**src/load_unit_pkg.sv**
```systemverilog
// shared constants and enumerations for the signed and exclusive load unit
package load_unit_pkg;

  // ---------------------------------------------------------------
  // register byte offsets on the apb side
  // ---------------------------------------------------------------
  localparam logic [7:0] OFS_INSTR = 8'h00;
  localparam logic [7:0] OFS_CTRL = 8'h04;
  localparam logic [7:0] OFS_BASE_LO = 8'h08;
  localparam logic [7:0] OFS_BASE_HI = 8'h0C;
  localparam logic [7:0] OFS_SP_LO = 8'h10;
  localparam logic [7:0] OFS_SP_HI = 8'h14;
  localparam logic [7:0] OFS_XFER_LO = 8'h18;
  localparam logic [7:0] OFS_XFER_HI = 8'h1C;
  localparam logic [7:0] OFS_STATUS = 8'h20;
  localparam logic [7:0] OFS_RES0_LO = 8'h24;
  localparam logic [7:0] OFS_RES0_HI = 8'h28;
  localparam logic [7:0] OFS_RES1_LO = 8'h2C;
  localparam logic [7:0] OFS_RES1_HI = 8'h30;
  localparam logic [7:0] OFS_ADDR_LO = 8'h34;
  localparam logic [7:0] OFS_ADDR_HI = 8'h38;

  // ---------------------------------------------------------------
  // control field positions and reset values
  // ---------------------------------------------------------------
  localparam int CTRL_START_BIT = 0;
  localparam int CTRL_BE_BIT = 1;
  localparam int CTRL_SPCHK_BIT = 2;
  localparam int CTRL_EL_LSB = 4;
  localparam logic CTRL_BE_RST = 1'b0;
  localparam logic CTRL_SPCHK_RST = 1'b1;
  localparam logic [1:0] USER_LEVEL = 2'h0;
  localparam logic [4:0] SP_INDEX = 5'h1F;

  // ---------------------------------------------------------------
  // access sizes in bytes
  // ---------------------------------------------------------------
  localparam logic [4:0] BYTES_HALF = 5'h02;
  localparam logic [4:0] BYTES_WORD = 5'h04;
  localparam logic [4:0] BYTES_DWORD = 5'h08;
  localparam logic [4:0] BYTES_QUAD = 5'h10;
  localparam logic [63:0] PAIR_SECOND_OFS = 64'h0000_0000_0000_0008;

  // ---------------------------------------------------------------
  // sequencer states and instruction kinds
  // ---------------------------------------------------------------
  typedef enum logic [1:0] {
    ST_IDLE = 2'b00,
    ST_DEC = 2'b01,
    ST_MEM1 = 2'b10,
    ST_MEM2 = 2'b11
  } state_e;

  typedef enum logic [2:0] {
    K_BAD = 3'b000,
    K_HALF = 3'b001,
    K_WORD = 3'b010,
    K_PAIR = 3'b011,
    K_SINGLE = 3'b100
  } kind_e;

endpackage

```
**src/signed_and_exclusive_load_unit.sv**
```systemverilog
// apb-controlled decode and execute unit for signed unscaled and exclusive loads
// Operation
// - halfword signed load with load-kind 11 gives a 32-bit sign-extended result
// - halfword signed load with load-kind 10 gives a 64-bit sign-extended result
// - nine-bit offset is sign-extended to 64 bits and added to the base
// - load-kind high bit zero: store or zero load, 32-bit, unsigned
// - load-kind high bit one: signed load, 32-bit if low bit set else 64
// - tag checking off when base index is 31
// - base index 31 uses stack pointer and checks its alignment
// - halfword store writes low 16 bits of transfer register, 2 bytes
// - halfword load reads 2 bytes, extends to register size by signedness
// - unscaled accesses are privileged unless at user level
// - signed word load reads 4 bytes
// - signed word load sign-extends and writes all 64 bits
// - pair element size is 32 shifted by pair width bit, total doubled
// - pair with equal destinations: unknown, undefined or no-operation
// - exclusive loads arm the monitor over the accessed byte range
// - exclusive loads record the address for later store-exclusive checks
// - 32-bit pair does one atomic access then splits between destinations
// - big-endian puts upper half first, little-endian lower half first
// - 64-bit pair faults unless aligned to the 16-byte total
// - 64-bit pair reads 8 bytes at base then at base plus 8
// - single exclusive reads 8 shifted by size bits, zero-extended
// - single exclusive destination is 32-bit for size 10, 64-bit for 11
//
// Decided for this implementation: the register offsets and the APB slave port.
`timescale 1ns/100ps

module signed_and_exclusive_load_unit #(
  parameter int OFFSET_W = 9
) (
  input wire logic clk_sys_i,
  input wire logic rst_i,
  input wire logic ce_i,
  input wire logic psel_i,
  input wire logic penable_i,
  input wire logic pwrite_i,
  input wire logic [7:0] paddr_i,
  input wire logic [31:0] pwdata_i,
  input wire logic [3:0] pstrb_i,
  output logic [31:0] prdata_o,
  output logic pready_o,
  output logic pslverr_o,
  output logic mem_req_o,
  output logic mem_write_o,
  output logic [63:0] mem_addr_o,
  output logic [4:0] mem_bytes_o,
  output logic [63:0] mem_wdata_o,
  output logic mem_priv_o,
  output logic mem_tagchk_o,
  output logic mem_excl_o,
  input wire logic mem_ack_i,
  input wire logic [63:0] mem_rdata_i,
  output logic excl_set_o,
  output logic [63:0] excl_addr_o,
  output logic [4:0] excl_bytes_o,
  output logic busy_o
);
  import load_unit_pkg::*;

  // ---------------------------------------------------------------
  // state record
  // ---------------------------------------------------------------
  typedef struct packed {
    state_e st;
    kind_e kind;
    logic [31:0] instr;
    logic [63:0] base;
    logic [63:0] sp;
    logic [63:0] xfer;
    logic be;
    logic spchk;
    logic [1:0] el;
    logic done;
    logic busy;
    logic undef;
    logic afault;
    logic spfault;
    logic wr0;
    logic wr1;
    logic r64;
    logic sgn;
    logic [63:0] res0;
    logic [63:0] res1;
    logic [31:0] prdata;
    logic pready;
    logic pslverr;
    logic mem_req;
    logic mem_write;
    logic [63:0] mem_addr;
    logic [4:0] mem_bytes;
    logic [63:0] mem_wdata;
    logic mem_priv;
    logic mem_tagchk;
    logic mem_excl;
    logic excl_set;
    logic [63:0] excl_addr;
    logic [4:0] excl_bytes;
  } unit_s;

  unit_s s_r;
  unit_s s_nxt;

  // ---------------------------------------------------------------
  // helpers
  // ---------------------------------------------------------------
  // byte-lane merge, shared by every writable word except the control register
  function automatic logic [31:0] merge(input logic [31:0] old, input logic [31:0] wd,
                                        input logic [3:0] strb);
    logic [31:0] v;
    v = old;
    for (int i = 0; i < 4; i++) begin
      if (strb[i]) begin
        v[i*8 +: 8] = wd[i*8 +: 8];
      end
    end
    return v;
  endfunction

  // loaded data to register image, sign or zero extended
  function automatic logic [63:0] extend(input logic [63:0] d, input logic [4:0] bytes,
                                         input logic sgn, input logic r64);
    logic [63:0] v;
    v = d;
    case (bytes)
      5'h01: v = {{56{sgn & d[7]}}, d[7:0]};
      BYTES_HALF: v = {{48{sgn & d[15]}}, d[15:0]};
      BYTES_WORD: v = {{32{sgn & d[31]}}, d[31:0]};
      default: v = d;
    endcase
    if (!r64) begin
      v = {32'h0000_0000, v[31:0]};
    end
    return v;
  endfunction

  function automatic kind_e classify(input logic [31:0] w);
    kind_e k;
    k = K_BAD;
    if (w[31:30] == 2'h1 && w[29:24] == 6'h38 && w[21] == 1'b0 && w[11:10] == 2'h0) begin
      k = K_HALF;
    end else if (w[31:22] == 10'h2E2 && w[21] == 1'b0 && w[11:10] == 2'h0) begin
      k = K_WORD;
    end else if (w[31] && w[29:21] == 9'h043 && w[15] == 1'b0) begin
      k = K_PAIR;
    end else if (w[31] && w[29:21] == 9'h042 && w[15] == 1'b0) begin
      k = K_SINGLE;
    end
    return k;
  endfunction

  function automatic logic mapped(input logic [7:0] a);
    return a[1:0] == 2'h0 && a <= OFS_ADDR_HI;
  endfunction

  // ---------------------------------------------------------------
  // next-state logic
  // ---------------------------------------------------------------
  // decode fields
  logic [4:0] dest_reg_index;
  logic [4:0] base_reg_index;
  logic [4:0] second_dest_index;
  logic [OFFSET_W-1:0] byte_offset_field;
  logic pair_width_bit;
  assign dest_reg_index = s_r.instr[4:0];
  assign base_reg_index = s_r.instr[9:5];
  assign second_dest_index = s_r.instr[14:10];
  assign byte_offset_field = s_r.instr[20:12];
  assign pair_width_bit = s_r.instr[30];

  // one combinational pass over apb, decode and memory sequencing
  always_comb begin
    logic acc;
    logic wr_ok;
    logic idle;
    logic [31:0] rd;
    logic [63:0] off;
    logic [63:0] basev;
    logic [63:0] ea;
    logic [4:0] bytes;
    logic [1:0] opc;
    logic sp_base;
    logic excl;
    logic fault;
    acc = psel_i & penable_i;
    idle = s_r.st == ST_IDLE;
    wr_ok = acc & s_r.pready & pwrite_i & ~s_r.pslverr;
    rd = 32'h0000_0000;
    off = 64'h0;
    basev = 64'h0;
    ea = 64'h0;
    bytes = BYTES_DWORD;
    opc = s_r.instr[23:22];
    sp_base = base_reg_index == SP_INDEX;
    excl = 1'b0;
    fault = 1'b0;
    s_nxt = s_r;
    s_nxt.excl_set = 1'b0;

    // read mux, answered one cycle into the access phase
    case (paddr_i)
      OFS_INSTR: rd = s_r.instr;
      OFS_CTRL: rd = {26'h0, s_r.el, 1'b0, s_r.spchk, s_r.be, 1'b0};
      OFS_BASE_LO: rd = s_r.base[31:0];
      OFS_BASE_HI: rd = s_r.base[63:32];
      OFS_SP_LO: rd = s_r.sp[31:0];
      OFS_SP_HI: rd = s_r.sp[63:32];
      OFS_XFER_LO: rd = s_r.xfer[31:0];
      OFS_XFER_HI: rd = s_r.xfer[63:32];
      OFS_STATUS: rd = {11'h0, second_dest_index, 3'h0, dest_reg_index, s_r.r64, s_r.wr1, s_r.wr0,
                        s_r.spfault, s_r.afault, s_r.undef, s_r.done, ~idle};
      OFS_RES0_LO: rd = s_r.res0[31:0];
      OFS_RES0_HI: rd = s_r.res0[63:32];
      OFS_RES1_LO: rd = s_r.res1[31:0];
      OFS_RES1_HI: rd = s_r.res1[63:32];
      OFS_ADDR_LO: rd = s_r.mem_addr[31:0];
      OFS_ADDR_HI: rd = s_r.mem_addr[63:32];
      default: rd = 32'h0000_0000;
    endcase
    if (acc & ~s_r.pready) begin
      s_nxt.pready = 1'b1;
      s_nxt.prdata = pwrite_i ? 32'h0000_0000 : rd;
      s_nxt.pslverr = ~mapped(paddr_i);
    end else begin
      s_nxt.pready = 1'b0;
      s_nxt.pslverr = 1'b0;
    end

    // register writes; operands are frozen while an instruction runs
    if (wr_ok) begin
      case (paddr_i)
        OFS_INSTR: if (idle) s_nxt.instr = merge(s_r.instr, pwdata_i, pstrb_i);
        OFS_BASE_LO: if (idle) s_nxt.base[31:0] = merge(s_r.base[31:0], pwdata_i, pstrb_i);
        OFS_BASE_HI: if (idle) s_nxt.base[63:32] = merge(s_r.base[63:32], pwdata_i, pstrb_i);
        OFS_SP_LO: if (idle) s_nxt.sp[31:0] = merge(s_r.sp[31:0], pwdata_i, pstrb_i);
        OFS_SP_HI: if (idle) s_nxt.sp[63:32] = merge(s_r.sp[63:32], pwdata_i, pstrb_i);
        OFS_XFER_LO: if (idle) s_nxt.xfer[31:0] = merge(s_r.xfer[31:0], pwdata_i, pstrb_i);
        OFS_XFER_HI: if (idle) s_nxt.xfer[63:32] = merge(s_r.xfer[63:32], pwdata_i, pstrb_i);
        OFS_CTRL: begin
          if (pstrb_i[0]) begin
            s_nxt.be = pwdata_i[CTRL_BE_BIT];
            s_nxt.spchk = pwdata_i[CTRL_SPCHK_BIT];
            s_nxt.el = pwdata_i[CTRL_EL_LSB +: 2];
            // a start while busy is dropped
            if (pwdata_i[CTRL_START_BIT] && idle) begin
              s_nxt.st = ST_DEC;
              s_nxt.kind = classify(s_r.instr);
              s_nxt.done = 1'b0;
              s_nxt.undef = 1'b0;
              s_nxt.afault = 1'b0;
              s_nxt.spfault = 1'b0;
              s_nxt.wr0 = 1'b0;
              s_nxt.wr1 = 1'b0;
            end
          end
        end
        default: ;
      endcase
    end

    off = {{(64-OFFSET_W){byte_offset_field[OFFSET_W-1]}}, byte_offset_field};
    basev = sp_base ? s_r.sp : s_r.base;
    ea = (s_r.kind == K_HALF || s_r.kind == K_WORD) ? basev + off : basev;

    case (s_r.st)
      ST_IDLE: ;
      ST_DEC: begin
        s_nxt.mem_write = 1'b0;
        s_nxt.mem_wdata = 64'h0;
        s_nxt.mem_priv = s_r.el != USER_LEVEL;
        s_nxt.mem_tagchk = ~sp_base;
        case (s_r.kind)
          K_HALF: begin
            s_nxt.sgn = opc[1];
            s_nxt.r64 = opc[1] & ~opc[0];
            bytes = BYTES_HALF;
            if (opc == 2'h0) begin
              s_nxt.mem_write = 1'b1;
              s_nxt.mem_wdata = {48'h0, s_r.xfer[15:0]};
            end
          end
          K_WORD: begin
            bytes = BYTES_WORD;
            s_nxt.sgn = 1'b1;
            s_nxt.r64 = 1'b1;
          end
          K_PAIR: begin
            bytes = BYTES_DWORD;
            s_nxt.sgn = 1'b0;
            s_nxt.r64 = pair_width_bit;
            excl = 1'b1;
            s_nxt.mem_priv = 1'b0;
          end
          K_SINGLE: begin
            bytes = s_r.instr[30] ? BYTES_DWORD : BYTES_WORD;
            s_nxt.sgn = 1'b0;
            s_nxt.r64 = s_r.instr[30];
            excl = 1'b1;
            s_nxt.mem_priv = 1'b0;
          end
          default: ;
        endcase
        if (s_r.kind == K_BAD) begin
          s_nxt.undef = 1'b1;
          fault = 1'b1;
        end else if (s_r.kind == K_PAIR && dest_reg_index == second_dest_index) begin
          s_nxt.undef = 1'b1;
          fault = 1'b1;
        end else if (sp_base && s_r.spchk && s_r.sp[3:0] != 4'h0) begin
          s_nxt.spfault = 1'b1;
          fault = 1'b1;
        end else if (s_r.kind == K_PAIR && pair_width_bit && ea[3:0] != 4'h0) begin
          s_nxt.afault = 1'b1;
          fault = 1'b1;
        end
        if (fault) begin
          s_nxt.st = ST_IDLE;
          s_nxt.done = 1'b1;
        end else begin
          s_nxt.st = ST_MEM1;
          s_nxt.mem_req = 1'b1;
          s_nxt.mem_addr = ea;
          s_nxt.mem_bytes = bytes;
          s_nxt.mem_excl = excl;
          // arm the monitor over the range
          s_nxt.excl_set = excl;
          s_nxt.excl_addr = ea;
          s_nxt.excl_bytes = (s_r.kind == K_PAIR && pair_width_bit) ? BYTES_QUAD : bytes;
        end
      end
      ST_MEM1: begin
        if (mem_ack_i) begin
          s_nxt.mem_req = 1'b0;
          s_nxt.st = ST_IDLE;
          s_nxt.done = 1'b1;
          s_nxt.wr0 = ~s_r.mem_write;
          if (s_r.kind == K_PAIR && !pair_width_bit) begin
            s_nxt.res0 = {32'h0, s_r.be ? mem_rdata_i[63:32] : mem_rdata_i[31:0]};
            s_nxt.res1 = {32'h0, s_r.be ? mem_rdata_i[31:0] : mem_rdata_i[63:32]};
            s_nxt.wr1 = 1'b1;
          end else if (s_r.kind == K_PAIR) begin
            // second read at base plus 8
            s_nxt.res0 = mem_rdata_i;
            s_nxt.wr0 = 1'b0;
            s_nxt.done = 1'b0;
            s_nxt.st = ST_MEM2;
            s_nxt.mem_req = 1'b1;
            s_nxt.mem_excl = 1'b1;
            s_nxt.mem_addr = s_r.mem_addr + PAIR_SECOND_OFS;
          end else if (!s_r.mem_write) begin
            s_nxt.res0 = extend(mem_rdata_i, s_r.mem_bytes, s_r.sgn, s_r.r64);
          end
        end
      end
      ST_MEM2: begin
        if (mem_ack_i) begin
          s_nxt.mem_req = 1'b0;
          s_nxt.res1 = mem_rdata_i;
          s_nxt.wr0 = 1'b1;
          s_nxt.wr1 = 1'b1;
          s_nxt.done = 1'b1;
          s_nxt.st = ST_IDLE;
        end
      end
      default: s_nxt.st = ST_IDLE;
    endcase
    // busy is registered from the next state so the pin comes straight from a flop
    s_nxt.busy = s_nxt.st != ST_IDLE;
  end

  // ---------------------------------------------------------------
  // state register
  // ---------------------------------------------------------------
  // ce low freezes everything but reset, including an apb access in flight
  always_ff @(posedge clk_sys_i) begin
    if (rst_i) begin
      s_r <= '0;
      s_r.be <= CTRL_BE_RST;
      s_r.spchk <= CTRL_SPCHK_RST;
    end else if (ce_i) begin
      s_r <= s_nxt;
    end
  end

  // outputs straight from the record
  assign prdata_o = s_r.prdata;
  assign pready_o = s_r.pready;
  assign pslverr_o = s_r.pslverr;
  assign mem_req_o = s_r.mem_req;
  assign mem_write_o = s_r.mem_write;
  assign mem_addr_o = s_r.mem_addr;
  assign mem_bytes_o = s_r.mem_bytes;
  assign mem_wdata_o = s_r.mem_wdata;
  assign mem_priv_o = s_r.mem_priv;
  assign mem_tagchk_o = s_r.mem_tagchk;
  assign mem_excl_o = s_r.mem_excl;
  assign excl_set_o = s_r.excl_set;
  assign excl_addr_o = s_r.excl_addr;
  assign excl_bytes_o = s_r.excl_bytes;
  assign busy_o = s_r.busy;

endmodule

```
**config.mk**
```make
export PLATFORM = sky130hd
export DESIGN_NAME = signed_and_exclusive_load_unit
export DESIGN_NICKNAME = d
export VERILOG_FILES = /design/src/load_unit_pkg.sv /design/src/signed_and_exclusive_load_unit.sv
export SDC_FILE = /design/constraint.sdc
export NUM_CORES = 2
export LEC_CHECK = 0
export BUFFER_PORTS_ARGS = -buffer_cell sky130_fd_sc_hd__buf_2
export CORE_AREA = 2 2 305 307
export DETAILED_ROUTE_END_ITERATION = 8
export DIE_AREA = 0 0 307 309
export GPL_TIMING_DRIVEN = 1
export HOLD_SLACK_MARGIN = 0.03
export SLEW_MARGIN = 10
export SYNTH_ARGS = -nofsm -noshare
export SYNTH_HDL_FRONTEND = slang
export SYNTH_SLANG_ARGS = --single-unit
```
**constraint.sdc**
```tcl
create_clock -name clk_sys_i -period 10.91 [get_ports clk_sys_i]
set_clock_uncertainty 0.15 [all_clocks]
set_input_delay 1.091 -clock clk_sys_i [delete_from_list [all_inputs] [get_ports clk_sys_i]]
set_output_delay 1.091 -clock clk_sys_i [all_outputs]
set_load 0.1 [all_outputs]
```
==> impl_metrics.ini <==
[global_route]
antenna_found_initial = 21
grt_pass1_vias = 27400
grt_max_degree = 132
grt_first_pass_wirelength_mm = 201
grtUsageTotal_pct = 28.5
grt_overflow_total = 0

[sta]
period_share_pct = 53.2
max_freq_mhz = 172
max_slew_margin_pct = 14.4
fin_crit_ps = 5800
drv_slew = 0
setup_violations = 0
rsz0062_at_grt = no
finalSetupTns_ps = 0
worst_slack_ps = 5110
hold_viol = 0
tightest_slew_ps = 1280

[layout]
regArea_um2 = 11200
layout.nets = 4078
drive_gt1_share_pct = 14.9
n_fill_cell = 9477
final_cell_mix = dfxtp_1, nor2_1, nand2_1
syn2layout_area_growth_pct = 10.0
final_common_cell = dfxtp_1
multi_input_area_um2 = 17900

[hold_path]
min_path_type = flop to flop

[worst_setup_path]
start_kind = flop
crit_path_max_fanout = 45
cp-end-kind = flop
critical_path_class = flop to flop
arrival_ps = 6100
required_ps = 11210

[synth]
netlist_instances = 3919
synth_seq_cells = 561
synth_area_um2 = 31700
syn_avg_cell_area_um2 = 8.10
synth-edff-count = 0
async_flop_share_pct = 0
synth_seq_area_share_pct = 35.4
yosys_warnings = 0
synth_flop_cell = dfxtp_1
yosysUniqueCellTypes = 86

[place]
dp_slack_ps = 5250
hpwl_mm = 103
io_buffers = 306
place_congestion = 1.01

[floorplan]
dieWidth_um = 307
pin_count = 358
rows = 111
initial_utilization_pct = 34.7
die_h_um = 309
core_um2 = 91400
die_area_um2 = 94900

[pwr]
power.density_nw_per_um2 = 132
p_leak_nw = 12.9
ir_worst_vdd_uv = 103

[cts]
ctsResizeCount = 0
ctsHoldBuffers = 0
post_cts.repair.setup_buffers = 0
h-tree-depth = 3
clkSlewWorstSetupHoldPaths_ps = 60
clk_latency_ps = 640
clock_path_buffers = 3
cts_made_buffers = 66
root_buffer = clkbuf_16
cts_tree = done
clkSinkCount = 561

[drt]
drc_errors = 28
detail_route.iter0.violations = 4222
wirelength_mm = 142
first_pass_iters = 9
wl_per_cell_um = 27.6
via_count = 30800
postRouteAntennaNets = 0
viasPerCell = 6.01

[flow_run]
drv_cap = 0

[outcome]
failed_checks = DRC
status = complete, but fails checks
[critical path, cell delays in order (launching register included)]
cell	delay, ps
dfxtp_1	320
and3_1	210
nand3_4	320
buf_4	670
mux2_2	440
ha_1	200
inv_1	70
fa_1	210
nor2b_1	80
o21bai_1	160
a21boi_0	180
o211ai_1	400
a211oi_1	200
o311ai_1	610
nand2_1	200
a21o_1	210
nand2b_1	280
a21oi_1	360
mux2i_1	230
a31oi_1	90
[path summary, 6_finish.rpt]
path	from	endpoint	slack, ps	depth (start not counted)
max	base_reg_index[3]	excl_addr_o[62]	5110	19
min	s_r[351]	s_r[351]	300	2
max reg2reg	base_reg_index[3]	excl_addr_o[62]	5110	19
min reg2reg	s_r[351]	s_r[351]	300	2
[cells by family (layout without fill, tap and decap cells)]
kind of cell	count (synthesis)	after routing	share of synthesized area [%]
buffers and inverters	537	508	9.18
adders and majority gates	66	66	2.63
xor gates and xnor gates	74	74	2.07
AOI/OAI and AO/OA	1057	1057	22.1
and+or+nand+nor	1286	1286	17.8
muxes	337	337	10.9
other	1	59	0.0118
DFF	561	561	35.4
[area by class of cell]
class | instances | share of cell area (%)
Antenna cell | 8 | 0.0574
Clock buffer | 94 | 5.47
Clock inverter | 17 | 0.746
Inverter | 36 | 0.387
Multi-Input combinational cell | 2871 | 51.3
Sequential cell | 561 | 32.2
Tap cell | 1186 | 4.25
Timing Repair Buffer | 361 | 5.60
[power breakdown]
part	internal, W	total, W	leakage [nW]	switching (W)
registers	0.00205	0.00206	4.52	0.00000818
logic	0.0000378	0.000237	7.30	0.000199
clock network	0.00134	0.00229	1.06	0.000952
total	0.00343	0.00459	12.9	0.00116
[synth_stat cells (15+ instances only)]
| cell | number | area (um2) |
|---|---|---|
| a22oi_1 | 56 | 420 |
| and3_1 | 32 | 200 |
| a222oi_1 | 22 | 220 |
| buf_1 | 25 | 93.8 |
| a21oi_1 | 306 | 1530 |
| o21ai_0 | 208 | 1040 |
| nor2_1 | 563 | 2110 |
| o211ai_1 | 52 | 390 |
| a311oi_1 | 54 | 473 |
| nand2b_1 | 21 | 131 |
| nor3_1 | 53 | 265 |
| a211oi_1 | 35 | 263 |
| nand3_1 | 89 | 445 |
| clkbuf_1 | 230 | 863 |
| dfxtp_1 | 561 | 11200 |
| a221oi_1 | 72 | 631 |
| a221o_1 | 15 | 150 |
| inv_1 | 36 | 135 |
| mux2i_1 | 278 | 2780 |
| a31oi_1 | 60 | 375 |
| mux2_2 | 57 | 642 |
| a22o_1 | 34 | 298 |
| a21o_1 | 38 | 285 |
| nand2_1 | 402 | 1510 |
| xnor2_1 | 39 | 342 |
| ha_1 | 65 | 813 |
| buf_4 | 235 | 1760 |
| nor4_1 | 21 | 131 |
| xor2_1 | 34 | 298 |
| nand4_1 | 29 | 181 |
[per-layer routing]
metal | up-vias | routed length (um) | global-route usage [%]
li1 | 13900 | - | -
met1 | 14900 | 60300 | 39.5
met2 | 1792 | 58900 | 41.8
met3 | 258 | 16100 | 7.35
met4 | 20 | 6210 | 12.0
met5 | - | 149 | 0
[registers in the layout, indices dropped and copies added (netlist names), 3 cells and up]
register           cells
byte_offset_field      9
mem_bytes_o            3
base_reg_index         5
excl_addr_o           64
dest_reg_index         5
mem_addr_o            64
mem_wdata_o           16
prdata_o              32
s_r                  349
excl_bytes_o           4
[through the flow]
| stage | power [W] | instance area [um2] | std cells | util (%) | hold WS, ps |
|---|---|---|---|---|---|
| after floorplan | 0.00227 | 31900 | 3969 | - | 276 |
| after global placement | 0.00234 | 32700 | 5015 | 35.8 | 288 |
| after detailed placement | 0.00234 | 32700 | 5015 | 35.8 | 293 |
| after CTS | 0.00460 | 34900 | 5126 | 38.2 | 301 |
| after global routing | 0.00470 | 34900 | 5126 | 38.2 | 319 |
| final | 0.00459 | 34900 | 5134 | 38.2 | 299 |
(Power assumes the default switching activity.)
